File: config.mk
export PLATFORM = sky130hd
export DESIGN_NAME = sar_adc_result_control
export DESIGN_NICKNAME = d
export VERILOG_FILES = /design/src/rtl/adc_pkg.sv /design/src/rtl/sar_adc_result_control.sv
export VERILOG_INCLUDE_DIRS = /design/src /design/src/rtl
export SDC_FILE = /design/constraint.sdc
export NUM_CORES = 1
export LEC_CHECK = 0
export ABC_AREA = 1
export BUFFER_PORTS_ARGS = -buffer_cell sky130_fd_sc_hd__buf_2
export CAP_MARGIN = 20
export CORE_MARGIN = 4
export CORE_UTILIZATION = 50
export DETAILED_ROUTE_END_ITERATION = 10
export PLACE_DENSITY = 0.69
export SLEW_MARGIN = 20
export SYNTH_ARGS = -nofsm -noshare
export SYNTH_HDL_FRONTEND = slang
export SYNTH_SLANG_ARGS = --single-unit
File: constraint.sdc
create_clock -name core_clk_i -period 7.6 [get_ports core_clk_i]
set_clock_uncertainty 0.05 [all_clocks]
set_input_delay 1.52 -clock core_clk_i [delete_from_list [all_inputs] [get_ports core_clk_i]]
set_output_delay 1.52 -clock core_clk_i [all_outputs]
set_load 0.03 [all_outputs]
File: src/rtl/sar_adc_defs.svh
`ifndef SAR_ADC_DEFS_SVH
`define SAR_ADC_DEFS_SVH

// Byte register addresses, low 16 address bits
`define ADDR_RES_A_HIGH 16'hFFE0
`define ADDR_RES_A_LOW 16'hFFE1
`define ADDR_RES_B_HIGH 16'hFFE2
`define ADDR_RES_B_LOW 16'hFFE3
`define ADDR_RES_C_HIGH 16'hFFE4
`define ADDR_RES_C_LOW 16'hFFE5
`define ADDR_RES_D_HIGH 16'hFFE6
`define ADDR_RES_D_LOW 16'hFFE7
`define ADDR_CTRL_STATUS 16'hFFE8
`define ADDR_TRIG_CTRL 16'hFFE9

// Reset values
`define CTRL_STATUS_RESET 8'h00
`define TRIG_CTRL_RESET 8'h7E
`define RESULT_RESET 10'h000
`define READ_ZERO 8'h00

// Field positions
`define CSR_FLAG_BIT 7
`define TRIG_ENABLE_BIT 7
`define TRIG_SPARE_BIT 0
`define TRIG_READ_ONES 6'h3F

// Result width
`define RESULT_BITS 10

// Conversion timing in converter states (one state per clock)
`define REF_CLK_MHZ 25
`define CONV_FAST_NS 5360
`define CONV_FAST_STATES ((`CONV_FAST_NS * `REF_CLK_MHZ) / 1000)
`define CONV_SLOW_STATES 266
`define SAMPLE_FAST 14
`define SAMPLE_SLOW 26
`define BIT_FAST ((`CONV_FAST_STATES - `SAMPLE_FAST) / `RESULT_BITS)
`define BIT_SLOW ((`CONV_SLOW_STATES - `SAMPLE_SLOW) / `RESULT_BITS)

`endif

File: src/rtl/adc_pkg.sv
package adc_pkg;

    typedef enum logic [2:0] {
        ST_IDLE = 3'b001,
        ST_SAMPLE = 3'b010,
        ST_CONVERT = 3'b100
    } conv_state_e;

    typedef struct packed {
        logic flag;
        logic irq_en;
        logic start;
        logic scan;
        logic fast;
        logic [2:0] channel_select_field;
    } ctrl_status_s;

    typedef struct packed {
        logic rd;
        logic wr;
        logic [15:0] addr;
        logic [7:0] wdata;
    } bus_req_s;

endpackage

File: src/rtl/sar_adc_result_control.sv
`timescale 1ns/1ns
`include "sar_adc_defs.svh"

// Function
// - each finished conversion stores a 10-bit result in its channel's register.
// - result bits 9..2 sit in the high byte, bit 9 at register bit 15.
// - result bits 1..0 sit at register bits 7 and 6.
// - register bits 5..0 always read zero.
// - inputs 0/4 map to A, 1/5 to B, 2/6 to C, 3/7 to D.
// - inputs 0-3 form group 0, inputs 4-7 form group 1.
// - result registers clear on reset and on standby entry.
// - high byte read directly, low byte returned through a holding latch.
// - high byte read loads the latch; host reads high byte first.
// - single mode converts one channel once; scan cycles one to four channels.
// - end of conversion can raise an interrupt request.
// - falling external trigger edge can start conversion besides software start.
// - control/status bit 7 accepts only a zero write, clearing the flag.
// - registers decoded at FFE0-FFE7 results, FFE8 control/status, FFE9 trigger.
// - trigger control register resets to 7E.
// - fastest setting completes a conversion in 134 states, 5.36 us at 25 MHz.
// - converter can be stopped independently to save power.
// - channel field plus scan bit select single channel or group range.
// - single mode start bit self-clears; scan keeps running until cleared.
// - flag set after single conversion or full scan; cleared by read-then-write-zero.
module sar_adc_result_control #(
    parameter int unsigned SAMPLE_FAST = `SAMPLE_FAST,
    parameter int unsigned BIT_FAST = `BIT_FAST,
    parameter int unsigned SAMPLE_SLOW = `SAMPLE_SLOW,
    parameter int unsigned BIT_SLOW = `BIT_SLOW
) (
    input wire logic core_clk_i,
    input wire logic nrst_i,
    input wire logic clk_en_i,
    input wire logic standby_i,
    input wire logic module_stop_i,
    input adc_pkg::bus_req_s bus_i,
    input wire logic ext_trigger_n_i,
    input wire logic comparator_i,
    output logic [7:0] rdata_o,
    output logic sample_o,
    output logic [2:0] mux_channel_o,
    output logic [9:0] dac_code_o,
    output logic conversion_done_irq_o
);
    import adc_pkg::*;

    initial begin
        if (SAMPLE_FAST < 1 || SAMPLE_FAST > 256 || SAMPLE_SLOW < 1 || SAMPLE_SLOW > 256) begin
            $error("sample length out of range");
        end
        if (BIT_FAST < 3 || BIT_FAST > 256 || BIT_SLOW < 3 || BIT_SLOW > 256) begin
            $error("bit period must cover comparator sync latency and fit the counter");
        end
    end

    function automatic logic [9:0] bit_mask(input logic [3:0] idx);
        bit_mask = 10'h001 << idx;
    endfunction

    function automatic logic [7:0] result_high(input logic [9:0] res);
        result_high = res[9:2];
    endfunction

    function automatic logic [7:0] result_low(input logic [9:0] res);
        result_low = {res[1:0], 6'h00};
    endfunction

    function automatic logic [7:0] len_minus_one(input int unsigned len);
        len_minus_one = 8'(len - 1);
    endfunction

    // Counter loads for one sample phase or one bit period
    function automatic logic [7:0] sample_period(input logic fast);
        sample_period = len_minus_one(fast ? SAMPLE_FAST : SAMPLE_SLOW);
    endfunction

    function automatic logic [7:0] bit_period(input logic fast);
        bit_period = len_minus_one(fast ? BIT_FAST : BIT_SLOW);
    endfunction

    function automatic logic [1:0] result_slot(input logic [2:0] ch);
        result_slot = ch[1:0];
    endfunction

    localparam logic [7:0] TRIG_RESET = `TRIG_CTRL_RESET;

    // Reset release synchroniser
    logic rst_meta;
    logic rst_n;

    always_ff @(posedge core_clk_i or negedge nrst_i) begin
        if (!nrst_i) begin
            rst_meta <= 1'b0;
            rst_n <= 1'b0;
        end else begin
            rst_meta <= 1'b1;
            rst_n <= rst_meta;
        end
    end

    // Pin synchronisers
    logic trg_meta;
    logic trg_sync;
    logic trg_prev;
    logic cmp_meta;
    logic cmp_sync;

    always_ff @(posedge core_clk_i or negedge rst_n) begin
        if (!rst_n) begin
            trg_meta <= 1'b1;
            trg_sync <= 1'b1;
            trg_prev <= 1'b1;
            cmp_meta <= 1'b0;
            cmp_sync <= 1'b0;
        end else if (clk_en_i) begin
            trg_meta <= ext_trigger_n_i;
            trg_sync <= trg_meta;
            trg_prev <= trg_sync;
            cmp_meta <= comparator_i;
            cmp_sync <= cmp_meta;
        end
    end

    // Converter and register state
    conv_state_e state;
    conv_state_e next_state;
    logic [7:0] cnt;
    logic [7:0] next_cnt;
    logic [3:0] bit_idx;
    logic [3:0] next_bit_idx;
    logic [9:0] approx;
    logic [9:0] next_approx;
    logic [2:0] cur_ch;
    logic [2:0] next_cur_ch;
    ctrl_status_s csr;
    ctrl_status_s next_csr;
    logic trig_en;
    logic next_trig_en;
    logic trig_spare;
    logic next_trig_spare;
    logic [9:0] results [4];
    logic [9:0] next_results [4];
    logic [7:0] low_latch;
    logic [7:0] next_low_latch;
    logic flag_armed;
    logic next_flag_armed;
    logic [7:0] next_rdata;
    logic next_sample;
    logic [2:0] next_mux_channel;
    logic [9:0] next_dac_code;
    logic next_irq;

    always_comb begin
        logic [9:0] trial;
        logic [9:0] kept;
        logic [2:0] group_base;
        trial = approx | bit_mask(bit_idx);
        kept = cmp_sync ? trial : approx;
        group_base = {csr.channel_select_field[2], 2'b00};
        next_state = state;
        next_cnt = cnt;
        next_bit_idx = bit_idx;
        next_approx = approx;
        next_cur_ch = cur_ch;
        next_csr = csr;
        next_trig_en = trig_en;
        next_trig_spare = trig_spare;
        next_results = results;
        next_low_latch = low_latch;
        next_flag_armed = flag_armed;
        next_rdata = rdata_o;

        // Register reads
        if (bus_i.rd) begin
            unique case (bus_i.addr)
                `ADDR_RES_A_HIGH, `ADDR_RES_B_HIGH, `ADDR_RES_C_HIGH, `ADDR_RES_D_HIGH: begin
                    next_rdata = result_high(results[bus_i.addr[2:1]]);
                    next_low_latch = result_low(results[bus_i.addr[2:1]]);
                end
                `ADDR_RES_A_LOW, `ADDR_RES_B_LOW, `ADDR_RES_C_LOW, `ADDR_RES_D_LOW: begin
                    next_rdata = low_latch;
                end
                `ADDR_CTRL_STATUS: begin
                    next_rdata = csr;
                    if (csr.flag) begin
                        next_flag_armed = 1'b1;
                    end
                end
                `ADDR_TRIG_CTRL: begin
                    next_rdata = {trig_en, `TRIG_READ_ONES, trig_spare};
                end
                default: begin
                    next_rdata = `READ_ZERO;
                end
            endcase
        end

        // Register writes
        if (bus_i.wr) begin
            unique case (bus_i.addr)
                `ADDR_CTRL_STATUS: begin
                    next_csr.irq_en = bus_i.wdata[6];
                    next_csr.start = bus_i.wdata[5];
                    next_csr.scan = bus_i.wdata[4];
                    next_csr.fast = bus_i.wdata[3];
                    next_csr.channel_select_field = bus_i.wdata[2:0];
                    if (!bus_i.wdata[`CSR_FLAG_BIT] && flag_armed) begin
                        next_csr.flag = 1'b0;
                        next_flag_armed = 1'b0;
                    end
                end
                `ADDR_TRIG_CTRL: begin
                    next_trig_en = bus_i.wdata[`TRIG_ENABLE_BIT];
                    next_trig_spare = bus_i.wdata[`TRIG_SPARE_BIT];
                end
                default: begin
                end
            endcase
        end

        // External trigger on synchronised falling edge
        if (trig_en && trg_prev && !trg_sync && state == ST_IDLE) begin
            next_csr.start = 1'b1;
        end

        // Conversion sequencer
        unique case (state)
            ST_IDLE: begin
                if (csr.start) begin
                    next_state = ST_SAMPLE;
                    next_cur_ch = csr.scan ? group_base : csr.channel_select_field;
                    next_cnt = sample_period(csr.fast);
                end
            end
            ST_SAMPLE: begin
                if (!next_csr.start) begin
                    next_state = ST_IDLE;
                end else if (cnt == 8'h00) begin
                    next_state = ST_CONVERT;
                    next_bit_idx = 4'(`RESULT_BITS - 1);
                    next_approx = `RESULT_RESET;
                    next_cnt = bit_period(csr.fast);
                end else begin
                    next_cnt = cnt - 8'h01;
                end
            end
            ST_CONVERT: begin
                if (!next_csr.start) begin
                    next_state = ST_IDLE;
                end else if (cnt != 8'h00) begin
                    next_cnt = cnt - 8'h01;
                end else if (bit_idx != 4'h0) begin
                    next_approx = kept;
                    next_bit_idx = bit_idx - 4'h1;
                    next_cnt = bit_period(csr.fast);
                end else begin
                    next_approx = kept;
                    next_results[result_slot(cur_ch)] = kept;
                    if (csr.scan) begin
                        next_state = ST_SAMPLE;
                        next_cnt = sample_period(csr.fast);
                        if (cur_ch == csr.channel_select_field) begin
                            next_csr.flag = 1'b1;
                            next_cur_ch = group_base;
                        end else begin
                            next_cur_ch = cur_ch + 3'h1;
                        end
                    end else begin
                        next_state = ST_IDLE;
                        next_csr.start = 1'b0;
                        next_csr.flag = 1'b1;
                    end
                end
            end
            default: begin
                next_state = ST_IDLE;
            end
        endcase

        // Module stop halts the converter and clears only the start bit
        if (module_stop_i) begin
            next_state = ST_IDLE;
            next_csr.start = 1'b0;
        end

        // Standby returns the result, control/status, trigger and latch registers to reset values
        if (standby_i) begin
            next_state = ST_IDLE;
            next_csr = `CTRL_STATUS_RESET;
            next_trig_en = TRIG_RESET[`TRIG_ENABLE_BIT];
            next_trig_spare = TRIG_RESET[`TRIG_SPARE_BIT];
            next_flag_armed = 1'b0;
            next_low_latch = `READ_ZERO;
            for (int i = 0; i < 4; i++) begin
                next_results[i] = `RESULT_RESET;
            end
        end

        next_sample = (next_state == ST_SAMPLE);
        next_mux_channel = next_cur_ch;
        next_dac_code = (next_state == ST_CONVERT) ? (next_approx | bit_mask(next_bit_idx))
                                                  : `RESULT_RESET;
        next_irq = next_csr.flag && next_csr.irq_en;
    end

    always_ff @(posedge core_clk_i or negedge rst_n) begin
        if (!rst_n) begin
            state <= ST_IDLE;
            cnt <= 8'h00;
            bit_idx <= 4'h0;
            approx <= `RESULT_RESET;
            cur_ch <= 3'h0;
            csr <= `CTRL_STATUS_RESET;
            trig_en <= TRIG_RESET[`TRIG_ENABLE_BIT];
            trig_spare <= TRIG_RESET[`TRIG_SPARE_BIT];
            for (int i = 0; i < 4; i++) begin
                results[i] <= `RESULT_RESET;
            end
            low_latch <= `READ_ZERO;
            flag_armed <= 1'b0;
            rdata_o <= `READ_ZERO;
            sample_o <= 1'b0;
            mux_channel_o <= 3'h0;
            dac_code_o <= `RESULT_RESET;
            conversion_done_irq_o <= 1'b0;
        end else if (clk_en_i) begin
            state <= next_state;
            cnt <= next_cnt;
            bit_idx <= next_bit_idx;
            approx <= next_approx;
            cur_ch <= next_cur_ch;
            csr <= next_csr;
            trig_en <= next_trig_en;
            trig_spare <= next_trig_spare;
            results <= next_results;
            low_latch <= next_low_latch;
            flag_armed <= next_flag_armed;
            rdata_o <= next_rdata;
            sample_o <= next_sample;
            mux_channel_o <= next_mux_channel;
            dac_code_o <= next_dac_code;
            conversion_done_irq_o <= next_irq;
        end
    end

endmodule

==> results of run 1 <==
[sequential cells by signal, indices dropped and copies added, names as in the netlist, 3 cells and up]
signal / flops
results: 40
approx: 10
dac_code_o: 10
cnt: 8
csr: 8
rdata_o: 8
bit_idx: 4
cur_ch: 3
state: 3
[cell type report]
| class | instances | area, µm² |
|---|---|---|
| Clock buffer | 9 | 225 |
| Clock inverter | 7 | 68.8 |
| Fill cell | 1071 | 4930 |
| Inverter | 87 | 327 |
| Multi-Input combinational cell | 522 | 2730 |
| Sequential cell | 108 | 2710 |
| Tap cell | 143 | 179 |
| Timing Repair Buffer | 57 | 290 |
[synth_stat cells, types with 7 or more instances]
cell	n	share of area, %
nand4_1	12	1.3
a21oi_1	18	1.5
nand2_1	174	11
ha_1	11	2.3
nand3_1	48	4.1
clkbuf_1	15	0.96
inv_1	78	5.0
dfrtp_1	104	44
nand3_2	8	1.4
inv_2	7	0.45
o21ai_0	122	10
o22ai_1	11	1.2
nor2_1	48	3.1
[path summary, 6_finish.rpt]
check	slack (ns)	cells after the start	end	startpoint
max in group asynchronous	6.02	1	approx[9]$_DFFE_PN0P_	rst_n$_DFF_PN0_
setup reg to reg	4.88	13	results[3]$_DFFE_PN0P_	bit_idx[0]$_DFFE_PN0P_
min in group core_clk_i	0.31	0	rst_n$_DFF_PN0_	rst_meta$_DFF_PN0_
hold reg to reg	0.29	0	cnt[6]$_DFFE_PN0P_	rst_n$_DFF_PN0_
hold / removal	0.29	0	cnt[6]$_DFFE_PN0P_	rst_n$_DFF_PN0_
setup / recovery	3.94	13	results[3]$_DFFE_PN0P_	bus_i[10]
[logic make-up after synthesis]
logic type,share of synthesized area [%]
AOI/OAI and AO/OA,17.9
xor gates and xnor gates,1.05
adders and majority gates,2.35
buffers and inverters,7.25
DFF,46.2
other,0.0639
and+or+nand+nor,25.2
[where the power goes]
group	switching, mW	leakage (nW)	internal, mW
clock	0.233	0.137	0.231
sequential	0.0325	1.46	0.605
combinational	0.138	1.54	0.0646
total	0.404	3.13	0.900
[through the flow]
stage | setup slack, ns | utilization, % | total power [mW]
2_1_floorplan | 4.33 | - | 0.789
5_1_grt | 3.61 | 57.0 | 1.37
6_report | 3.94 | 57.0 | 1.30
3_3_place_gp | 3.69 | 54.4 | 0.844
4_1_cts | 3.98 | 57.0 | 1.32
3_5_place_dp | 3.59 | 54.4 | 0.852
[metal layers]
metal | vias up | routed length [µm]
li1 | 2561 | -
met1 | 2500 | 6490
met2 | 177 | 7050
met3 | 21 | 996
met4 | 0 | 312
met5 | - | 0
[worst register-to-register path, stage by stage, from the launching register on]
cell and delay (ns):
dfrtp_1 0.44, inv_1 0.26, ha_1 0.23, nand2_1 0.09, nor2_1 0.19, inv_1 0.15, nor2_1 0.13, nand2_1 0.12
inv_1 0.12, nand2_1 0.13, nor2_4 0.17, nand2_1 0.15, nand2_1 0.24, o22ai_1 0.12
==> run_results.csv, run 1 <==
group,metric,value,unit
sta,finalSetupViolations,0,
clock_network,cts.hold.buffers_added,0,
sta,period_needed,3.66,ns
cells_and_area,drive_gt1_share,14.8,%
clock_network,cts_inserted_buffers,9,
die,dieArea,13500,µm²
die,start_util,51.2,%
route,via_per_inst,5.64,
die,dieWidth,116,µm
clock_network,clockBufferDepth,2,
clock_network,clk_pin_slew,0.08,ns
setup_path,crit_path_cell_trace,"buf_2, inv_1, nand2_1, nor2_1, nand2_1, nor2_4, nand3_2, nand3_4, nand2_1, nor2_4, nand2_1, nand2_1, o22ai_1",
clock_network,post_cts_resized,0,
yosys,synth_area,5870,µm²
sta,tightest_slew,0.928,ns
route,wl_per_cell,15.9,µm
setup_path,crit_family,"simple AND/OR/NAND/NOR gates",
cells_and_area,area_delta_synth_final,11.4,%
sta,hold_viol_final,0,
yosys,synth_warnings,0,
setup_path,crit_required,7.76,ns
global_route,grt_pass1_vias,4994,
route,drt_wl_total,14900,µm
global_route,gr-usage-met2,36.1,%
yosys,synth-edff-count,0,
setup_path,worst-path-buf-inv,2,
clock_network,cts_root_buf,"clkbuf_16",
cells_and_area,fin_area,6530,µm²
yosys,ys_ff_latch,108,
setup_path,crit_arrival,3.82,ns
sta,fin_hold_ws,0.286,ns
route,via_count,5259,
placement,post-place-cells,917,
yosys,synth_area_per_cell,7.95,µm²
global_route,antenna_found_initial,0,
cells_and_area,antenna_cells,0,
setup_path,startpoint_type,"input port",
job,cap_violations,0,
sta,rsz0062_at_grt,"no",
power,p_leak,3.13,nW
setup_path,crit_fanout,20,
yosys,synth_seq_area_share,46.2,%
route,ant_nets,0,
die,ios,56,
placement,dp_hpwl,11000,µm
sta,fmax,273,MHz
die,fp.dieH,116,µm
yosys,ys_types,44,
sta,relSlewSlack,38.0,%
sta,drv_slew,0,
setup_path,cp-end-kind,"register",
cells_and_area,fin_nets,829,
clock_network,cts_setup_buffers,0,
setup_path,crit_slowest_cell,"inv_1",
clock_network,clock_latency,0.36,ns
setup_path,cpMostUsedCell,"nand2_1",
outcome,status,"finished clean",
setup_path,critical_path.max_stage_delay,0.40,ns
global_route,busiest_layer,"met2",
yosys,synthCells,738,
power,vdd_ir_drop_max,0.173,mV
die,rows,39,
route,drt_pass1_iterations,5,
global_route,met1_usage,31.0,%
placement,gp_congestion,0.884,
yosys,ys.flop_type,"dfrtp_1",
hold_path,hp-class,"register to async pin",
global_route,grt_pass1_wl,24400,µm
clock_network,cts_max_level,3,
global_route,grt_max_degree,61,
cells_and_area,final_cell_mix,"nand2_1 (174), o21ai_0 (122), dfrtp_1 (103)",
yosys,syn_nets,782,
clock_network,cts_tree,"done",
clock_network,cts_sinks,108,
sta,finalCritPeriodShare,48.2,%
global_route,grt-ovfl-total,0,
power,power.density,200,nW/µm²
sta,setup_tns,0,ns
placement,place.port_buffers,55,
cells_and_area,final_cells,933,
global_route,track_usage,22.9,%
cells_and_area,final_common_cell,"nand2_1",
placement,placed_area,6240,µm²
global_route,grtUsageMet3,5.39,%
route,drc,0,
route,drt_iter0_drc,424,
yosys,ys_async_sr_fraction,100,%
die,core,11500,µm²
setup_path,path_class,"input port to register",
Note: power is estimated with default switching activity, not from simulation.
==> inputs of run 2 (changes only) <==
--- a/config.mk
+++ b/config.mk
@@ -12,7 +12,7 @@
 export CORE_MARGIN = 4
 export CORE_UTILIZATION = 50
 export DETAILED_ROUTE_END_ITERATION = 10
-export PLACE_DENSITY = 0.69
+export PLACE_DENSITY = 0.72
 export SLEW_MARGIN = 20
 export SYNTH_ARGS = -nofsm -noshare
 export SYNTH_HDL_FRONTEND = slang
==> constraint.sdc (replaced) <==
create_clock -name core_clk_i -period 3.2 [get_ports core_clk_i]
set_clock_uncertainty 0.05 [all_clocks]
set_input_delay 0.64 -clock core_clk_i [delete_from_list [all_inputs] [get_ports core_clk_i]]
set_output_delay 0.64 -clock core_clk_i [all_outputs]
set_load 0.03 [all_outputs]
==> run_results.csv, run 2 (synthesis results as in run 1) <==
group,metric,value,unit
placement,place.port_buffers,55,
route,drt_iter0_drc,397,
global_route,track_usage,23.6,%
placement,dp_hpwl,10900,µm
setup_path,startpoint_type,"register",
global_route,grt_pass1_wl,25000,µm
clock_network,cts_inserted_buffers,9,
route,wl_per_cell,15.9,µm
cells_and_area,drive_gt1_share,15.3,%
clock_network,post_cts_resized,0,
clock_network,cts_setup_buffers,0,
setup_path,crit_family,"simple AND/OR/NAND/NOR gates",
power,power.density,473,nW/µm²
power,combPwrFrac,15.8,%
setup_path,cp-end-kind,"register",
placement,post-place-cells,922,
clock_network,cts_root_buf,"clkbuf_16",
setup_path,crit_path_cell_trace,"inv_1, ha_1, nand2_1, nor2_1, inv_1, nor2_1, nand2_1, inv_1, nand2_1, nor2_4, nand2_1, nand2_1, o22ai_1",
global_route,grt_pass1_vias,5080,
outcome,status,"finished clean",
die,rows,39,
clock_network,clk_pin_slew,0.07,ns
setup_path,crit_required,3.35,ns
sta,period_needed,2.77,ns
setup_path,crit_slowest_cell,"dfrtp_1",
setup_path,endpoint,"results[11]$_DFFE_PN0P_",
die,dieWidth,116,µm
route,drt_wl_total,14900,µm
sta,tightest_slew,0.738,ns
power,p_clk_share,35.6,%
clock_network,cts_sinks,108,
route,via_per_inst,5.58,
cells_and_area,final_common_cell,"nand2_1",
die,start_util,51.2,%
cells_and_area,final_cell_mix,"nand2_1 (174), o21ai_0 (122), dfrtp_1 (103)",
clock_network,cts.hold.buffers_added,1,
cells_and_area,final_cells,939,
setup_path,crit_arrival,2.93,ns
sta,finalSetupViolations,0,
setup_path,rrSetupSlack,0.43,ns
cells_and_area,largest_reg_flops,40,
setup_path,worst-path-buf-inv,3,
clock_network,clock_latency,0.36,ns
sta,fmax,361,MHz
setup_path,cpMostUsedCell,"nand2_1",
hold_path,min_path_cells,0,
clock_network,cts_tree,"done",
sta,hold_viol_final,0,
route,ant_nets,0,
clock_network,clockBufferDepth,2,
die,fp.dieH,116,µm
job,cap_violations,0,
power,p_int,2.19,mW
sta,rsz0062_at_grt,"no",
setup_path,path_class,"register to register",
setup_path,reg2regPathDepth,13,
setup_path,cp-startpoint,"bit_idx[0]$_DFFE_PN0P_",
cells_and_area,antenna_cells,0,
cells_and_area,fin_nets,835,
global_route,antenna_found_initial,0,
power,vdd_ir_drop_max,0.511,mV
route,drc,0,
sta,relSlewSlack,50.8,%
setup_path,crit_fanout,8,
power,p_sw,0.925,mW
route,via_count,5243,
sta,finalCritPeriodShare,86.6,%
sta,drv_slew,0,
setup_path,r2r-start,"bit_idx[0]$_DFFE_PN0P_",
setup_path,critical_path.max_stage_delay,0.43,ns
power,switching_share,29.7,%
die,core,11500,µm²
sta,setup_tns,0,ns
global_route,grt-ovfl-total,0,
global_route,grt_max_degree,57,
die,dieArea,13500,µm²
sta,fin_hold_ws,0.299,ns
power,seqPwrFrac,48.6,%
cells_and_area,top_register,"results",
die,ios,56,
power,p_leak,3.17,nW
cells_and_area,area_delta_synth_final,12.5,%
clock_network,cts_max_level,3,
setup_path,cp_num_cells,13,
route,drt_pass1_iterations,5,
cells_and_area,reg_top3,"results (40), approx (10), dac_code_o (10)",
setup_path,r2r-end,"results[11]$_DFFE_PN0P_",
hold_path,hp-class,"register to register",
placement,gp_congestion,0.869,
==> run 2: cell types whose count changed in the layout (fill, tap and decap cells not counted) <==
cell	change
buf_4	+4
clkbuf_8	+3
buf_12	+1
clkinv_4	-1
clkinv_8	-1
clkinvlp_4	+1
dlygate4sd3_1	+1
inv_6	-1
inv_8	-1
==> run 2: worst reg2reg max path, cell delays in order (launching register included) <==
cell and delay (ns):
dfrtp_1 0.43, inv_1 0.25, ha_1 0.24, nand2_1 0.09
nor2_1 0.20, inv_1 0.16, nor2_1 0.13, nand2_1 0.12
inv_1 0.10, nand2_1 0.12, nor2_4 0.20, nand2_1 0.24
nand2_1 0.19, o22ai_1 0.10
==> run 2: final cells by class <==
cell class,count,area [µm²]
multi-input combinational,522,2730
clock buffer,12,267
fill,1064,4870
tap,143,179
clock inverter,4,31.3
sequential,108,2710
timing repair buffer,63,350
inverter,87,327
==> run 2: power by group through the flow <==
stage	Sequential [mW]	Clock, mW	Combinational [mW]
2_1_floorplan	1.56	0	0.318
3_3_place_gp	1.54	0	0.475
3_5_place_dp	1.54	0	0.487
4_1_cts	1.52	1.14	0.491
5_1_grt	1.53	1.20	0.552
6_report	1.52	1.11	0.492
==> run 2: metal layers <==
metal | share of wire [%] | global-route usage, % | up-vias | routed length (µm)
met3 | 7.0 | 6.37 | 16 | 1050
met4 | 1.2 | 6.03 | 0 | 174
met5 | 0 | 0 | - | 0
li1 | - | - | 2576 | -
met1 | 44 | 31.5 | 2470 | 6570
met2 | 48 | 38.2 | 181 | 7090
==> run 2: worst min-delay path by stage <==
stage / from / endpoint / slack [ns]
4_1_cts: rst_meta$_DFF_PN0_ / rst_n$_DFF_PN0_ / 0.30
6_report: rst_meta$_DFF_PN0_ / rst_n$_DFF_PN0_ / 0.30
3_5_place_dp: rst_meta$_DFF_PN0_ / rst_n$_DFF_PN0_ / 0.29
5_1_grt: rst_meta$_DFF_PN0_ / rst_n$_DFF_PN0_ / 0.32
2_1_floorplan: rst_meta$_DFF_PN0_ / rst_n$_DFF_PN0_ / 0.28
3_3_place_gp: rst_meta$_DFF_PN0_ / rst_n$_DFF_PN0_ / 0.29
==> run 2: per-stage QoR <==
| step | power [mW] | cell area (µm²) | utilization [%] | setup WS [ns] |
|---|---|---|---|---|
| 2_1_floorplan | 1.87 | 5870 | - | 1.03 |
| 3_3_place_gp | 2.01 | 6290 | 54.9 | 0.404 |
| 3_5_place_dp | 2.03 | 6290 | 54.9 | 0.315 |
| 4_1_cts | 3.15 | 6600 | 57.5 | 0.475 |
| 5_1_grt | 3.27 | 6600 | 57.5 | 0.193 |
| 6_report | 3.12 | 6600 | 57.5 | 0.427 |
==> inputs of run 3 (changes only) <==
--- a/config.mk
+++ b/config.mk
@@ -10,9 +10,9 @@
 export BUFFER_PORTS_ARGS = -buffer_cell sky130_fd_sc_hd__buf_2
 export CAP_MARGIN = 20
 export CORE_MARGIN = 4
-export CORE_UTILIZATION = 50
+export CORE_UTILIZATION = 42
 export DETAILED_ROUTE_END_ITERATION = 10
-export PLACE_DENSITY = 0.72
+export MAX_ROUTING_LAYER = met4
 export SLEW_MARGIN = 20
 export SYNTH_ARGS = -nofsm -noshare
 export SYNTH_HDL_FRONTEND = slang
==> constraint.sdc (replaced) <==
create_clock -name core_clk_i -period 3.2 [get_ports core_clk_i]
set_clock_uncertainty 0.05 [all_clocks]
set_input_delay 0.48 -clock core_clk_i [delete_from_list [all_inputs] [get_ports core_clk_i]]
set_output_delay 0.48 -clock core_clk_i [all_outputs]
set_load 0.03 [all_outputs]
==> run_results.csv, run 3 (synthesis results as in run 1) <==
group,metric,value,unit
placement,place.port_buffers,55,
global_route,track_usage,21.1,%
clock_network,clock_latency,0.36,ns
setup_path,crit_arrival,2.86,ns
sta,finalSetupViolations,0,
route,drt_wl_total,15600,µm
clock_network,cts_sinks,108,
sta,fmax,371,MHz
power,power.density,476,nW/µm²
sta,tightest_slew,0.706,ns
cells_and_area,reg_top3,"results (40), approx (10), dac_code_o (10)",
power,finalPower,3.18,mW
route,drc,0,
die,ios,56,
setup_path,cp-end-kind,"register",
die,start_util,43.6,%
cells_and_area,top_register,"results",
setup_path,crit_fanout,10,
route,via_per_inst,5.41,
cells_and_area,final_common_cell,"nand2_1",
cells_and_area,final_cell_mix,"nand2_1 (174), o21ai_0 (122), dfrtp_1 (103)",
clock_network,cts_inserted_buffers,9,
route,wl_per_cell,16.0,µm
setup_path,startpoint_type,"register",
global_route,grt_max_degree,81,
setup_path,cp-startpoint,"bit_idx[0]$_DFFE_PN0P_",
sta,period_needed,2.70,ns
clock_network,clk_pin_slew,0.07,ns
placement,dp_hpwl,11500,µm
setup_path,crit_slowest_cell,"dfrtp_1",
die,dieArea,15900,µm²
placement,placed_area,6330,µm²
route,drt_pass1_iterations,5,
sta,relSlewSlack,52.6,%
sta,drv_slew,0,
cells_and_area,fin_area,6680,µm²
route,drt_iter0_drc,497,
route,ant_nets,0,
clock_network,clockBufferDepth,2,
cells_and_area,antenna_cells,0,
clock_network,cts_tree,"done",
setup_path,crit_required,3.36,ns
route,via_count,5272,
die,core,13500,µm²
setup_path,critical_path.max_stage_delay,0.43,ns
outcome,status,"finished clean",
die,dieWidth,126,µm
placement,gp_congestion,0.884,
setup_path,r2r-start,"bit_idx[0]$_DFFE_PN0P_",
setup_path,crit_path_cell_trace,"inv_1, ha_1, nand2_1, nor2_1, inv_1, nor2_1, nand2_1, inv_1, nand2_1, nor2_4, nand2_1, nand3_1, o21ai_0",
die,fp.dieH,126,µm
sta,hold_viol_final,0,
cells_and_area,largest_reg_flops,40,
clock_network,cts_max_level,3,
hold_path,hp-class,"register to async pin",
global_route,grt_pass1_vias,5160,
setup_path,path_class,"register to register",
global_route,antenna_found_initial,0,
cells_and_area,fin_util,49.7,%
power,p_leak,3.20,nW
job,cap_violations,0,
power,vdd_ir_drop_max,0.305,mV
cells_and_area,drive_gt1_share,15.5,%
global_route,grt_pass1_wl,26600,µm
die,rows,42,
clock_network,cts_setup_buffers,0,
cells_and_area,area_delta_synth_final,13.9,%
sta,setup_tns,0,ns
sta,finalCritPeriodShare,84.3,%
setup_path,cpMostUsedCell,"nand2_1",
cells_and_area,fin_nets,838,
sta,rsz0062_at_grt,"no",
clock_network,post_cts_resized,0,
clock_network,cts_root_buf,"clkbuf_16",
global_route,grt-ovfl-total,0,
## run 3: critical path, delay by kind of cell, from the launching register on
family / cells / cell delay [ns]
AO/OA/AOI/OAI: 1 / 0.10
adder cells (fa/ha/maj): 1 / 0.22
flip-flops: 1 / 0.43
buffers and inverters: 3 / 0.46
AND/OR/NAND/NOR: 8 / 1.28
## run 3: layer usage
layer	GRT usage, %	part of all wire [%]	routed length [µm]	vias to the layer above
met5	-	0	0	-
met4	5.05	1.2	192	0
met3	3.22	3.9	615	15
met2	34.1	48	7500	128
met1	28.1	47	7290	2534
li1	-	-	-	2595
## run 3: final timing paths
path                                           end  slack [ns]  depth (start not counted)
min in group core_clk_i       trg_meta$_DFFE_PN1P_        0.27                          3
min reg2reg                     cnt[7]$_DFFE_PN0P_        0.19                          0
min                             cnt[7]$_DFFE_PN0P_        0.19                          0
max in group asynchronous  results[30]$_DFFE_PN0P_        2.08                          2
max                        results[31]$_DFFE_PN0P_        0.50                         13
max reg2reg                results[31]$_DFFE_PN0P_        0.50                         13
## run 3: through the flow
stage          setup slack (ns)  hold WS (ns)  cells
3_3_place_gp              0.432         0.213    957
5_1_grt                   0.209         0.229    975
4_1_cts                   0.538         0.256    974
3_5_place_dp              0.408         0.218    957
2_1_floorplan              1.06         0.134    738
6_report                  0.502         0.192    975
## run 3: final cells by class
type	instances	area (µm²)
clock buffer	11	243
clock inverter	5	67.6
fill	1345	6770
inverter	87	327
multi-input combinational	522	2730
sequential	108	2710
tap	176	220
timing repair buffer	66	380
## run 3: what timing repair did
action | CTS | global route
endpoints found under the setup margin | 0 | 0
endpoints found under the hold margin | 2 | 0
hold buffers | 1 | 0
## run 3: where the power goes
part / switching [mW] / internal, mW
logic: 0.339 / 0.163
clock network: 0.525 / 0.640
registers: 0.0737 / 1.44
total: 0.938 / 2.24
